File: src/logic/sdrb_regs.svh
// register offsets, field positions and reset values of the solenoid driver register bank
`ifndef SDRB_REGS_SVH
`define SDRB_REGS_SVH

// ****************************************
// bank addresses
// ****************************************
`define SDRB_ADDR_W 4
`define SDRB_ADDR_STATUS 4'h0
`define SDRB_ADDR_CFG_FIRST 4'h1
`define SDRB_ADDR_CFG_LAST 4'h8
`define SDRB_ADDR_FAULT 4'h9
`define SDRB_ADDR_DPM 4'hA

// ****************************************
// global status/control fields
// ****************************************
`define SDRB_ST_ON_MSB 31
`define SDRB_ST_ON_LSB 24
`define SDRB_ST_MASK_MSB 23
`define SDRB_ST_MASK_LSB 17
`define SDRB_ST_OSC_BIT 16
`define SDRB_ST_PAIR_MSB 15
`define SDRB_ST_PAIR_LSB 8
`define SDRB_ST_FLAG_MSB 7
`define SDRB_ST_FLAG_LSB 1
`define SDRB_ST_ACTIVE_BIT 0
`define SDRB_FLAG_OVT 6
`define SDRB_FLAG_OCP 5
`define SDRB_FLAG_OLF 4
`define SDRB_FLAG_HHF 3
`define SDRB_FLAG_DPM 2
`define SDRB_FLAG_COM 1
`define SDRB_FLAG_UVM 0
`define SDRB_FLAGS_RESET 7'h01

// ****************************************
// channel and plunger configuration fields
// ****************************************
`define SDRB_CFG_GUARD_MSB 7
`define SDRB_CFG_GUARD_LSB 6
`define SDRB_CFG_RESET 32'h0000_0000
`define SDRB_DPM_USED_W 15
`define SDRB_DPM_RESET 15'h0000

`endif

File: src/logic/sdrb_pkg.sv
// types shared by the solenoid driver register bank modules
package sdrb_pkg;
	// one channel configuration word, msb first
	typedef struct packed {
		logic half_scale_select;
		logic [6:0] hold_level;
		logic trigger_source_select;
		logic [6:0] hit_level;
		logic [7:0] hit_time;
		logic drive_mode_select;
		logic output_side_select;
		logic [1:0] chop_freq_field;
		logic slew_select;
		logic open_load_enable;
		logic dip_check_enable;
		logic hit_check_enable;
	} sdrb_chan_cfg_t;

	// plunger detection configuration, low used bits only
	typedef struct packed {
		logic [6:0] dip_start_level;
		logic [3:0] dip_debounce_count;
		logic [3:0] dip_threshold;
	} sdrb_dpm_cfg_t;
endpackage : sdrb_pkg

File: src/logic/sdrb_cfg_if.sv
// write path from the bank to one channel configuration register
`timescale 1ns/10ps
interface sdrb_cfg_if;
	logic wr;
	logic byte8;
	logic [31:0] wdata;
	logic chans_off;
	sdrb_pkg::sdrb_chan_cfg_t cfg;

	modport bank (
		output wr,
		output byte8,
		output wdata,
		output chans_off,
		input cfg
	);

	modport chan (
		input wr,
		input byte8,
		input wdata,
		input chans_off,
		output cfg
	);
endinterface : sdrb_cfg_if

File: src/logic/sdrb_chan_cfg.sv
// one channel configuration register with guarded mode bits
`timescale 1ns/10ps
`include "sdrb_regs.svh"
module sdrb_chan_cfg (
	input wire logic clk,
	input wire logic resetn,
	sdrb_cfg_if.chan port
);
	import sdrb_pkg::*;

	logic [31:0] cfg_r;
	logic [31:0] cfg_nxt;

	// ****************************************
	// next value
	// ****************************************
	// short writes reach only the hold byte, so the
	// mode bits need no guard on that path
	always_comb begin
		cfg_nxt = cfg_r;
		if (port.wr) begin
			if (port.byte8) begin
				cfg_nxt[31:24] = port.wdata[7:0];
			end else begin
				cfg_nxt = port.wdata;
				if (!port.chans_off) begin
					// mode and side stay put while any channel on bit is set
					cfg_nxt[`SDRB_CFG_GUARD_MSB:`SDRB_CFG_GUARD_LSB] =
						cfg_r[`SDRB_CFG_GUARD_MSB:`SDRB_CFG_GUARD_LSB];
				end
			end
		end
	end

	// ****************************************
	// storage
	// ****************************************
	// all fields default to zero: full scale, serial trigger, current mode, low side
	always_ff @(posedge clk) begin
		if (!resetn) begin
			cfg_r <= `SDRB_CFG_RESET;
		end else begin
			cfg_r <= cfg_nxt;
		end
	end

	assign port.cfg = sdrb_chan_cfg_t'(cfg_r);
endmodule : sdrb_chan_cfg

File: src/logic/sdrb_bank.sv
// register bank of the octal solenoid driver
`timescale 1ns/10ps
`include "sdrb_regs.svh"
module sdrb_bank #(
	parameter int CHANNELS = 8
) (
	input wire logic clk,
	input wire logic resetn,
	// register access port, one request per cycle
	input wire logic [3:0] reg_addr,
	input wire logic reg_wr,
	input wire logic reg_rd,
	input wire logic reg_byte8,
	input wire logic [31:0] reg_wdata,
	output logic [31:0] reg_rdata,
	output logic reg_rvalid,
	// fault events from the drive and diagnostic logic
	input wire logic [7:0] overcurrent_evt,
	input wire logic [7:0] hit_not_reached_evt,
	input wire logic [7:0] open_load_evt,
	input wire logic [7:0] plunger_move_evt,
	input wire logic overtemp_evt,
	input wire logic comm_error_evt,
	input wire logic undervoltage_evt,
	// configuration seen by the drive logic
	output logic [7:0] channel_on_bits,
	output logic [7:0] channel_drive,
	output logic device_active,
	output logic outputs_hiz,
	output logic master_osc_select,
	output logic [7:0] pair_config_field,
	output sdrb_pkg::sdrb_chan_cfg_t [7:0] chan_cfg,
	output sdrb_pkg::sdrb_dpm_cfg_t plunger_detect_config,
	output logic fault_n
);
	import sdrb_pkg::*;

	// ****************************************
	// declarations
	// ****************************************
	logic [7:0] on_r;
	logic [6:0] mask_r;
	logic osc_r;
	logic [7:0] pair_r;
	logic active_r;
	logic ovt_r;
	logic com_r;
	logic uvm_r;
	logic [7:0] ocp_r;
	logic [7:0] hhf_r;
	logic [7:0] olf_r;
	logic [7:0] pmv_r;
	logic [14:0] dpm_r;
	logic [31:0] rdata_r;
	logic rvalid_r;
	logic [7:0] drive_r;
	logic hiz_r;
	logic fault_n_r;
	logic [6:0] flags;
	logic [31:0] status_word;
	logic [31:0] fault_word;
	logic [31:0] rdata_nxt;
	logic [7:0] cfg_sel;
	logic st_wr;
	logic st_rd;
	logic flt_rd;
	logic dpm_wr;
	logic [31:0] cfg_words [CHANNELS];

	sdrb_cfg_if cfg_bus [CHANNELS] ();

	// ****************************************
	// address decode
	// ****************************************
	// a write and a read in one cycle: the write goes through and
	// the read still answers, with the value from before the write
	assign st_wr = reg_wr && (reg_addr == `SDRB_ADDR_STATUS);
	assign st_rd = reg_rd && (reg_addr == `SDRB_ADDR_STATUS);
	assign flt_rd = reg_rd && (reg_addr == `SDRB_ADDR_FAULT);
	assign dpm_wr = reg_wr && !reg_byte8 && (reg_addr == `SDRB_ADDR_DPM);

	// one-hot select of the channel configuration registers
	always_comb begin
		cfg_sel = 8'h00;
		for (int i = 0; i < CHANNELS; i++) begin
			if (reg_addr == 4'(int'(`SDRB_ADDR_CFG_FIRST) + i)) begin
				cfg_sel[i] = 1'b1;
			end
		end
	end

	// ****************************************
	// channel configuration registers
	// ****************************************
	// every channel gets its own copy of the same register module
	generate
		for (genvar g = 0; g < CHANNELS; g++) begin : g_chan
			assign cfg_bus[g].wr = reg_wr && cfg_sel[g];
			assign cfg_bus[g].byte8 = reg_byte8;
			assign cfg_bus[g].wdata = reg_wdata;
			assign cfg_bus[g].chans_off = (on_r == 8'h00);
			assign chan_cfg[g] = cfg_bus[g].cfg;
			assign cfg_words[g] = 32'(cfg_bus[g].cfg);

			sdrb_chan_cfg u_cfg (
				.clk(clk),
				.resetn(resetn),
				.port(cfg_bus[g].chan)
			);
		end
	endgenerate

	// ****************************************
	// control part of the status register
	// ****************************************
	// on bits: a short write carries them in its only byte,
	// a full write in the top byte
	always_ff @(posedge clk) begin
		if (!resetn) begin
			on_r <= 8'h00;
		end else if (st_wr && reg_byte8) begin
			on_r <= reg_wdata[7:0];
		end else if (st_wr) begin
			on_r <= reg_wdata[`SDRB_ST_ON_MSB:`SDRB_ST_ON_LSB];
		end
	end

	// fault masks move only on a full write; a short write keeps them
	always_ff @(posedge clk) begin
		if (!resetn) begin
			mask_r <= 7'h00;
		end else if (st_wr && !reg_byte8) begin
			mask_r <= reg_wdata[`SDRB_ST_MASK_MSB:`SDRB_ST_MASK_LSB];
		end
	end

	// master oscillator select, full write only
	always_ff @(posedge clk) begin
		if (!resetn) begin
			osc_r <= 1'b0;
		end else if (st_wr && !reg_byte8) begin
			osc_r <= reg_wdata[`SDRB_ST_OSC_BIT];
		end
	end

	// pairing of neighbouring channels, full write only
	always_ff @(posedge clk) begin
		if (!resetn) begin
			pair_r <= 8'h00;
		end else if (st_wr && !reg_byte8) begin
			pair_r <= reg_wdata[`SDRB_ST_PAIR_MSB:`SDRB_ST_PAIR_LSB];
		end
	end

	// global enable; low after reset so the outputs start released
	always_ff @(posedge clk) begin
		if (!resetn) begin
			active_r <= 1'b0;
		end else if (st_wr && !reg_byte8) begin
			active_r <= reg_wdata[`SDRB_ST_ACTIVE_BIT];
		end
	end

	// ****************************************
	// summary flags cleared by a status read
	// ****************************************
	// set wins over the read-clear, so an event in the read cycle
	// stays visible for the next read; host writes never reach here
	always_ff @(posedge clk) begin
		if (!resetn) begin
			ovt_r <= 1'b0;
		end else begin
			ovt_r <= overtemp_evt || (ovt_r && !st_rd);
		end
	end

	// communication error, same clearing as overtemperature
	always_ff @(posedge clk) begin
		if (!resetn) begin
			com_r <= 1'b0;
		end else begin
			com_r <= comm_error_evt || (com_r && !st_rd);
		end
	end

	// undervoltage starts set, so the host must read status once first
	always_ff @(posedge clk) begin
		if (!resetn) begin
			uvm_r <= 1'b1;
		end else begin
			uvm_r <= undervoltage_evt || (uvm_r && !st_rd);
		end
	end

	// ****************************************
	// per-channel fault flags cleared by a fault read
	// ****************************************
	// read only: no write path exists into these bits
	always_ff @(posedge clk) begin
		if (!resetn) begin
			ocp_r <= 8'h00;
			hhf_r <= 8'h00;
			olf_r <= 8'h00;
			pmv_r <= 8'h00;
		end else begin
			ocp_r <= overcurrent_evt | (ocp_r & {8{!flt_rd}});
			hhf_r <= hit_not_reached_evt | (hhf_r & {8{!flt_rd}});
			olf_r <= open_load_evt | (olf_r & {8{!flt_rd}});
			pmv_r <= plunger_move_evt | (pmv_r & {8{!flt_rd}});
		end
	end

	// ****************************************
	// plunger detection configuration
	// ****************************************
	// only the low fifteen bits are stored, the rest read as zero
	always_ff @(posedge clk) begin
		if (!resetn) begin
			dpm_r <= `SDRB_DPM_RESET;
		end else if (dpm_wr) begin
			dpm_r <= reg_wdata[`SDRB_DPM_USED_W-1:0];
		end
	end

	assign plunger_detect_config = sdrb_dpm_cfg_t'(dpm_r);

	// ****************************************
	// assembled read words
	// ****************************************
	// channel summaries follow the per-channel bits, so they drop
	// together with them after a fault read
	always_comb begin
		flags = 7'h00;
		flags[`SDRB_FLAG_OVT] = ovt_r;
		flags[`SDRB_FLAG_OCP] = |ocp_r;
		flags[`SDRB_FLAG_OLF] = |olf_r;
		flags[`SDRB_FLAG_HHF] = |hhf_r;
		flags[`SDRB_FLAG_DPM] = |pmv_r;
		flags[`SDRB_FLAG_COM] = com_r;
		flags[`SDRB_FLAG_UVM] = uvm_r;
	end

	assign status_word = {on_r, mask_r, osc_r, pair_r, flags, active_r};
	assign fault_word = {ocp_r, hhf_r, olf_r, pmv_r};

	// read multiplexer; short reads return the top byte in the low bits
	always_comb begin
		rdata_nxt = 32'h0000_0000;
		if (reg_addr == `SDRB_ADDR_STATUS) begin
			rdata_nxt = status_word;
		end else if (reg_addr == `SDRB_ADDR_FAULT) begin
			rdata_nxt = fault_word;
		end else if (reg_addr == `SDRB_ADDR_DPM) begin
			rdata_nxt = {17'h0_0000, dpm_r};
		end else begin
			for (int i = 0; i < CHANNELS; i++) begin
				if (cfg_sel[i]) begin
					rdata_nxt = cfg_words[i];
				end
			end
		end
		if (reg_byte8) begin
			rdata_nxt = {24'h00_0000, rdata_nxt[31:24]};
		end
	end

	// ****************************************
	// read answer
	// ****************************************
	// answer one cycle after the request; unmapped banks read zero
	always_ff @(posedge clk) begin
		if (!resetn) begin
			rdata_r <= 32'h0000_0000;
			rvalid_r <= 1'b0;
		end else begin
			rvalid_r <= reg_rd;
			if (reg_rd) begin
				rdata_r <= rdata_nxt;
			end
		end
	end

	// ****************************************
	// outputs toward the drive stage
	// ****************************************
	// registered so the pins follow the bits one cycle later, glitch free
	always_ff @(posedge clk) begin
		if (!resetn) begin
			drive_r <= 8'h00;
		end else begin
			drive_r <= on_r & {8{active_r}};
		end
	end

	// release of the outputs; high from reset until the enable is set
	always_ff @(posedge clk) begin
		if (!resetn) begin
			hiz_r <= 1'b1;
		end else begin
			hiz_r <= !active_r;
		end
	end

	// ****************************************
	// fault pin
	// ****************************************
	// mask bits and flags share one bit order, top bit first
	always_ff @(posedge clk) begin
		if (!resetn) begin
			fault_n_r <= 1'b1;
		end else begin
			fault_n_r <= !(|(flags & ~mask_r));
		end
	end

	assign reg_rdata = rdata_r;
	assign reg_rvalid = rvalid_r;
	assign channel_on_bits = on_r;
	assign channel_drive = drive_r;
	assign device_active = active_r;
	assign outputs_hiz = hiz_r;
	assign master_osc_select = osc_r;
	assign pair_config_field = pair_r;
	assign fault_n = fault_n_r;
endmodule : sdrb_bank

File: config.mk
export PLATFORM = sky130hd
export DESIGN_NAME = sdrb_bank
export DESIGN_NICKNAME = d
export VERILOG_FILES = /design/src/logic/sdrb_pkg.sv /design/src/logic/sdrb_cfg_if.sv /design/src/logic/sdrb_chan_cfg.sv /design/src/logic/sdrb_bank.sv
export VERILOG_INCLUDE_DIRS = /design/src /design/src/logic
export SDC_FILE = /design/constraint.sdc
export NUM_CORES = 1
export LEC_CHECK = 0
export ABC_AREA = 1
export BUFFER_PORTS_ARGS = -buffer_cell sky130_fd_sc_hd__buf_2
export CAP_MARGIN = 15
export CORE_MARGIN = 2
export CORE_UTILIZATION = 54
export DETAILED_ROUTE_END_ITERATION = 8
export PLACE_DENSITY = 0.78
export SYNTH_ARGS = -nofsm -noshare
export SYNTH_HDL_FRONTEND = slang
export SYNTH_HIERARCHICAL = 1
export SYNTH_SLANG_ARGS = --single-unit
File: constraint.sdc
create_clock -name clk -period 2 [get_ports clk]
set_input_delay 0.1 -clock clk [delete_from_list [all_inputs] [get_ports clk]]
set_output_delay 0.1 -clock clk [all_outputs]
set_load 0.02 [all_outputs]
; Word-level counts from Yosys, hierarchy flattened
; Index checks and enable logic that the tools add are counted.
[word_totals]
register_bits = 374
latchBits = 0
mem_bits_rw = 0
rom_bits = 0
in_bits = 76
output_inout_bits = 332
mem_count = 0
[op_classes]
n_addsub = 0
multipliers = 0
n_div = 0
order_cmp = 0
n_eq_ne = 10
shift = 0
n_mux = 23
bitwise = 12
reduce_logical = 50
[ops]
columns = op, n
row1 = $mux 32, 12
row2 = $and 8x8->8, 5
row3 = $or 8x8->8, 4
row4 = $reduce_or 8->1, 4
row5 = $mux 8, 3
row6 = $reduce_and 3->1, 8
row7 = $logic_and 1x1->1, 18
row8 = $eq 4x3->1 const B, 4
row9 = $reduce_and 2->1, 8
row10 = $eq 4x4->1 const B, 3
row11 = $eq 4x2->1 const B, 2
row12 = $logic_not 8->1, 1
row13 = $mux 1, 8
row14 = $and 7x7->7, 1
row15 = $not 7->7, 1
row16 = $reduce_or 7->1, 1
row17 = $logic_not 1->1, 5
row18 = $eq 4x1->1 const B, 1
row19 = $logic_not 4->1, 1
row20 = $logic_or 1x1->1, 3
row21 = $reduce_bool 2->1, 1
row22 = $not 1->1, 1

; Logic depth before layout (Yosys ltp)
[depth]
ltp_word = 14
depth_mapped = 14
ltp_nobuf = 13

; Modules after synthesis
; The synthesis kept the hierarchy.
[by_module_without_submodules]
columns = module, n_inst, cells_each, area_each_um2, seq_area_each_um2
row1 = sdrb_chan_cfg, 8, 178, 1303.8, 640.6
row2 = sdrb_bank, 1, 1215, 7131.8, 2362.3

; Worst setup path after synthesis
; Ideal clock, no wire load.
[synth_timing]
kind = input to register
from = input port reg_addr[1]
to = register g_chan[3].u_cfg.cfg_r[6]
setup_ns = 0.113
arrival_ns = 1.398
slack_ns = 0.489
path_stages = 10
n_path_buf = 2
path_cell_list = nor2_1 -> inv_2 -> nor2_4 -> inv_2 -> buf_6 -> nor2_1 -> buf_4 -> nand3_1 -> nor2_1 -> nor2_1
[synth_via]
elab_chain_len = 4
[synth_lines]
columns = item, line_no
row1 = from (decl), sdrb_bank.sv:10  ; input wire logic [3:0] reg_addr,
row2 = $eq 4x3->1, sdrb_bank.sv:86  ; if (reg_addr == 4'(int'(`SDRB_ADDR_CFG_FIRST) + i)) begin
row3 = $mux 1, sdrb_bank.sv:86
row4 = $logic_and 1x1->1, sdrb_bank.sv:98  ; assign cfg_bus[g].wr = reg_wr && cfg_sel[g];
row5 = named net cfg_bus[3].wr, sdrb_cfg_if.sv:4  ; logic wr;
row6 = $reduce_and 3->1 (no line), --
row7 = to (signal assigned), sdrb_chan_cfg.sv:41  ; cfg_r <= `SDRB_CFG_RESET;
row8 = to (signal assigned), sdrb_chan_cfg.sv:43  ; cfg_r <= cfg_nxt;
row9 = to (decl), sdrb_chan_cfg.sv:11  ; logic [31:0] cfg_r;
; The timed path passes the listed nets, and every way through them passes these cells.
; A chain may end at the register's enable or synchronous reset.

==> results.tsv <==
metric	value	unit
outcome	finished, final reports clean	
first-pass GRT wire length	98000	microns
Internal	12.3	mW
largest net degree at the start of global routing	94	
reg2reg end	reg_rdata[3]	
crit path max fanout	41	
Post-synth EDFFs	0	
IO Pins	408	
Placer Congestion	0.990	
row cnt	66	
Worst path slowest cell	dlygate4sd3_1	
worst r2r src	g_chan[1].u_cfg/port.cfg[27]	
Avg Cell Area, Syn	6.65	sq um
slew of the pin with the lowest slew margin	0.908	ns
Worst path max stage delay	0.57	ns
Setup Buffers After CTS	0	
clk buf depth	3	
initial core utilization	54.4	%
Yosys warnings	6	
Setup Skew	0.0122	ns
overall power	16.6	mW
DRC viols	0	
initial antenna violation count	0	
Setup Viol. Count Final	0	
syn nets	2715	
most frequent CP cell	nand2_1	
routed via count	19200	
post-layout net count	3151	
Die Ht	184	microns
Core ar.	32300	sq um
GRT Max-Usage Layer	met2	
PD cells	768	nW/um^2
CTS clk-pin slew, worst paths	0.06	ns
HP Start	reg_wdata[24]	
fmax	0.619	GHz
Rel. slew slack	39.3	%
Worst Path Arrival	2.10	ns
Tot GR Track Use	37.3	%
Netlist Area Pre-Place	17600	sq um
Seq/Total Area, Yosys	42.6	%
GRT overflow	0	
post-route ant nets	0	
LEAKAGE	10.5	nW
drt first pass iters	5	
Fin Hold WS	0.0621	ns
Slew Viols, Final	0	
met3 usage	6.80	%
Net Sw Frac	26.2	%
DRT iter0 DRCs	2000	
Crit Path Class	in -> reg	
Clk pwr share	43.9	%
Most used DFF post-synth	dfxtp_1	
worst vdd ir	0.597	mV
clock sinks	374	
worst r2r path cells	10	
endpoint class of the critical path	flip-flop	
fin worst setup slack	0.384	ns
Hold Path Depth	5	
Worst-Skew Late Latency	0.53	ns
CTS tree	done	
vias in the first global route	17800	
Final Hold Fails	0	
Psw	4.36	mW
r2r setup slk	0.46	ns
async set-reset flop share out of synthesis	0	%
post-synthesis cell count	2639	
total of fill cells in the finished design	2851	
DR vias/cell	5.42	
wire per inst	18.5	microns
Yosys reg bits	374	
crit-path cells	dlygate4sd3_1 > buf_6 > nand2_1 > dlygate4sd3_1 > inv_1 > o211ai_1 > inv_1 > nand2_1 > nand2_1	
Clock Tree Root	clkbuf_16	
Hold WC Path Type	in -> reg	
Post-Place Setup Slack	0.0795	ns
Worst EP required	2.48	ns
GRT met1 Usage	45.2	%
Die ar.	34000	sq um
TritonCTS Buffers	41	
number of flip-flops under the largest register name	256	
unique cell type count in the Yosys netlist	36	
layout cell share with drive strength beyond 1	19.5	%
P&R area growth vs syn	23.5	%
CP startpoint kind	input pin	
Comb power frac	9.7	%
met2 global-route usage	61.4	%
RSZ-0062 raised after global routing	false	
sequential share of power	46.4	%
WL final	65800	microns
Die Span X	184	microns
H-tree levels	2	
MaxCap Viol Count	0	
Diodes inserted	0	
post-route setup TNS	0	ns
fin crit period	1.62	ns
Final period util	80.8	%
number of port buffers	407	
dpl hpwl	46200	microns
Min-Delay Endpoint	g_chan[4].u_cfg/port.cfg[24]	
synthesized netlist by cell type, types with 11 or more instances:
library cell,number,area [sq um]
a21oi_1,167,836
buf_2,21,105
buf_4,11,82.6
buf_6,43,484
clkbuf_1,46,173
dfxtp_1,374,7490
inv_1,318,1190
nand2_1,600,2250
nand3_1,142,711
nand4_1,38,238
nor2_1,513,1930
nor2_2,30,188
o21ai_0,193,966
o21ai_1,61,305
critical path: cells and delay by family:
kind            cells  cell delay (ns)
compound gates      1             0.09
buf+inv             5             1.63
simple gates        3             0.24
layer usage:
| layer | vias to the layer above | routed length (microns) |
|---|---|---|
| met5 | - | 0 |
| met4 | 0 | 4440 |
| met3 | 253 | 6310 |
| met2 | 1090 | 30500 |
| met1 | 8761 | 24600 |
| li1 | 9113 | - |
what timing repair did:
action / CTS / global route
endpoints found under the hold margin: 177 / 0
gates resized for setup: 0 / 0
hold buffers: 58 / 0
power by group through the flow:
stage               sequential (mW)  clock [mW]  combinational (mW)
floorplan                      7.96           0               0.769
global placement               7.88           0                1.45
detailed placement             7.88           0                1.47
CTS                            7.72        7.37                1.57
global route                   7.73        7.65                1.74
finish                         7.73        7.31                1.61
worst max-delay path by stage:
stage / startpoint / cells past startpoint / to / slack [ns]
after CTS: resetn / 9 / reg_rdata[2] / 0.48
after detailed placement: reg_addr[1] / 15 / reg_rdata[0] / 0.08
final: resetn / 9 / reg_rdata[2] / 0.38
after global placement: reg_addr[0] / 15 / reg_rdata[3] / 0.11
after floorplan: reg_addr[1] / 10 / g_chan[3].u_cfg/port.cfg[6] / 0.49
after global routing: resetn / 9 / reg_rdata[2] / 0.33
layout make-up:
type | instances | area, sq um | share of cell area, %
Multi-Input combinational cell | 1798 | 7850 | 36.2
Sequential cell | 374 | 7490 | 34.5
Timing Repair Buffer | 516 | 3130 | 14.5
Inverter | 344 | 1370 | 6.32
Clock buffer | 52 | 1140 | 5.25
Tap cell | 442 | 553 | 2.55
Clock inverter | 21 | 149 | 0.687
layout by cell type, fill, tap and decap left out, drive strengths merged, types with 2 or more instances in the layout:
cell and n:
nor3 9, a21oi 167, clkinv 18, o22ai 2, dlygate4sd3 58, clkinvlp 2, clkbuf 52, nand3 142
or2 10, nand4 38, nand2 610, nor4 4, a22oi 4, o21ai 254, nor2 549, inv 344
dfxtp 374, buf 458, o211ai 4
through the flow:
stage | utilization [%] | instances | cell area (sq um)
after global placement | 61.4 | 3416 | 19800
after global routing | 67.2 | 3547 | 21700
final | 67.2 | 3547 | 21700
after CTS | 67.2 | 3547 | 21700
after floorplan | - | 2639 | 17600
after detailed placement | 61.4 | 3416 | 19800
logic make-up after synthesis:
family | Yosys count | share of synthesized area [%]
and+or+nand+nor | 1363 | 32.1
buffers and inverters | 467 | 12.7
AOI/OAI and AO/OA | 435 | 12.6
DFF | 374 | 42.6
(Power assumes the default switching activity.)
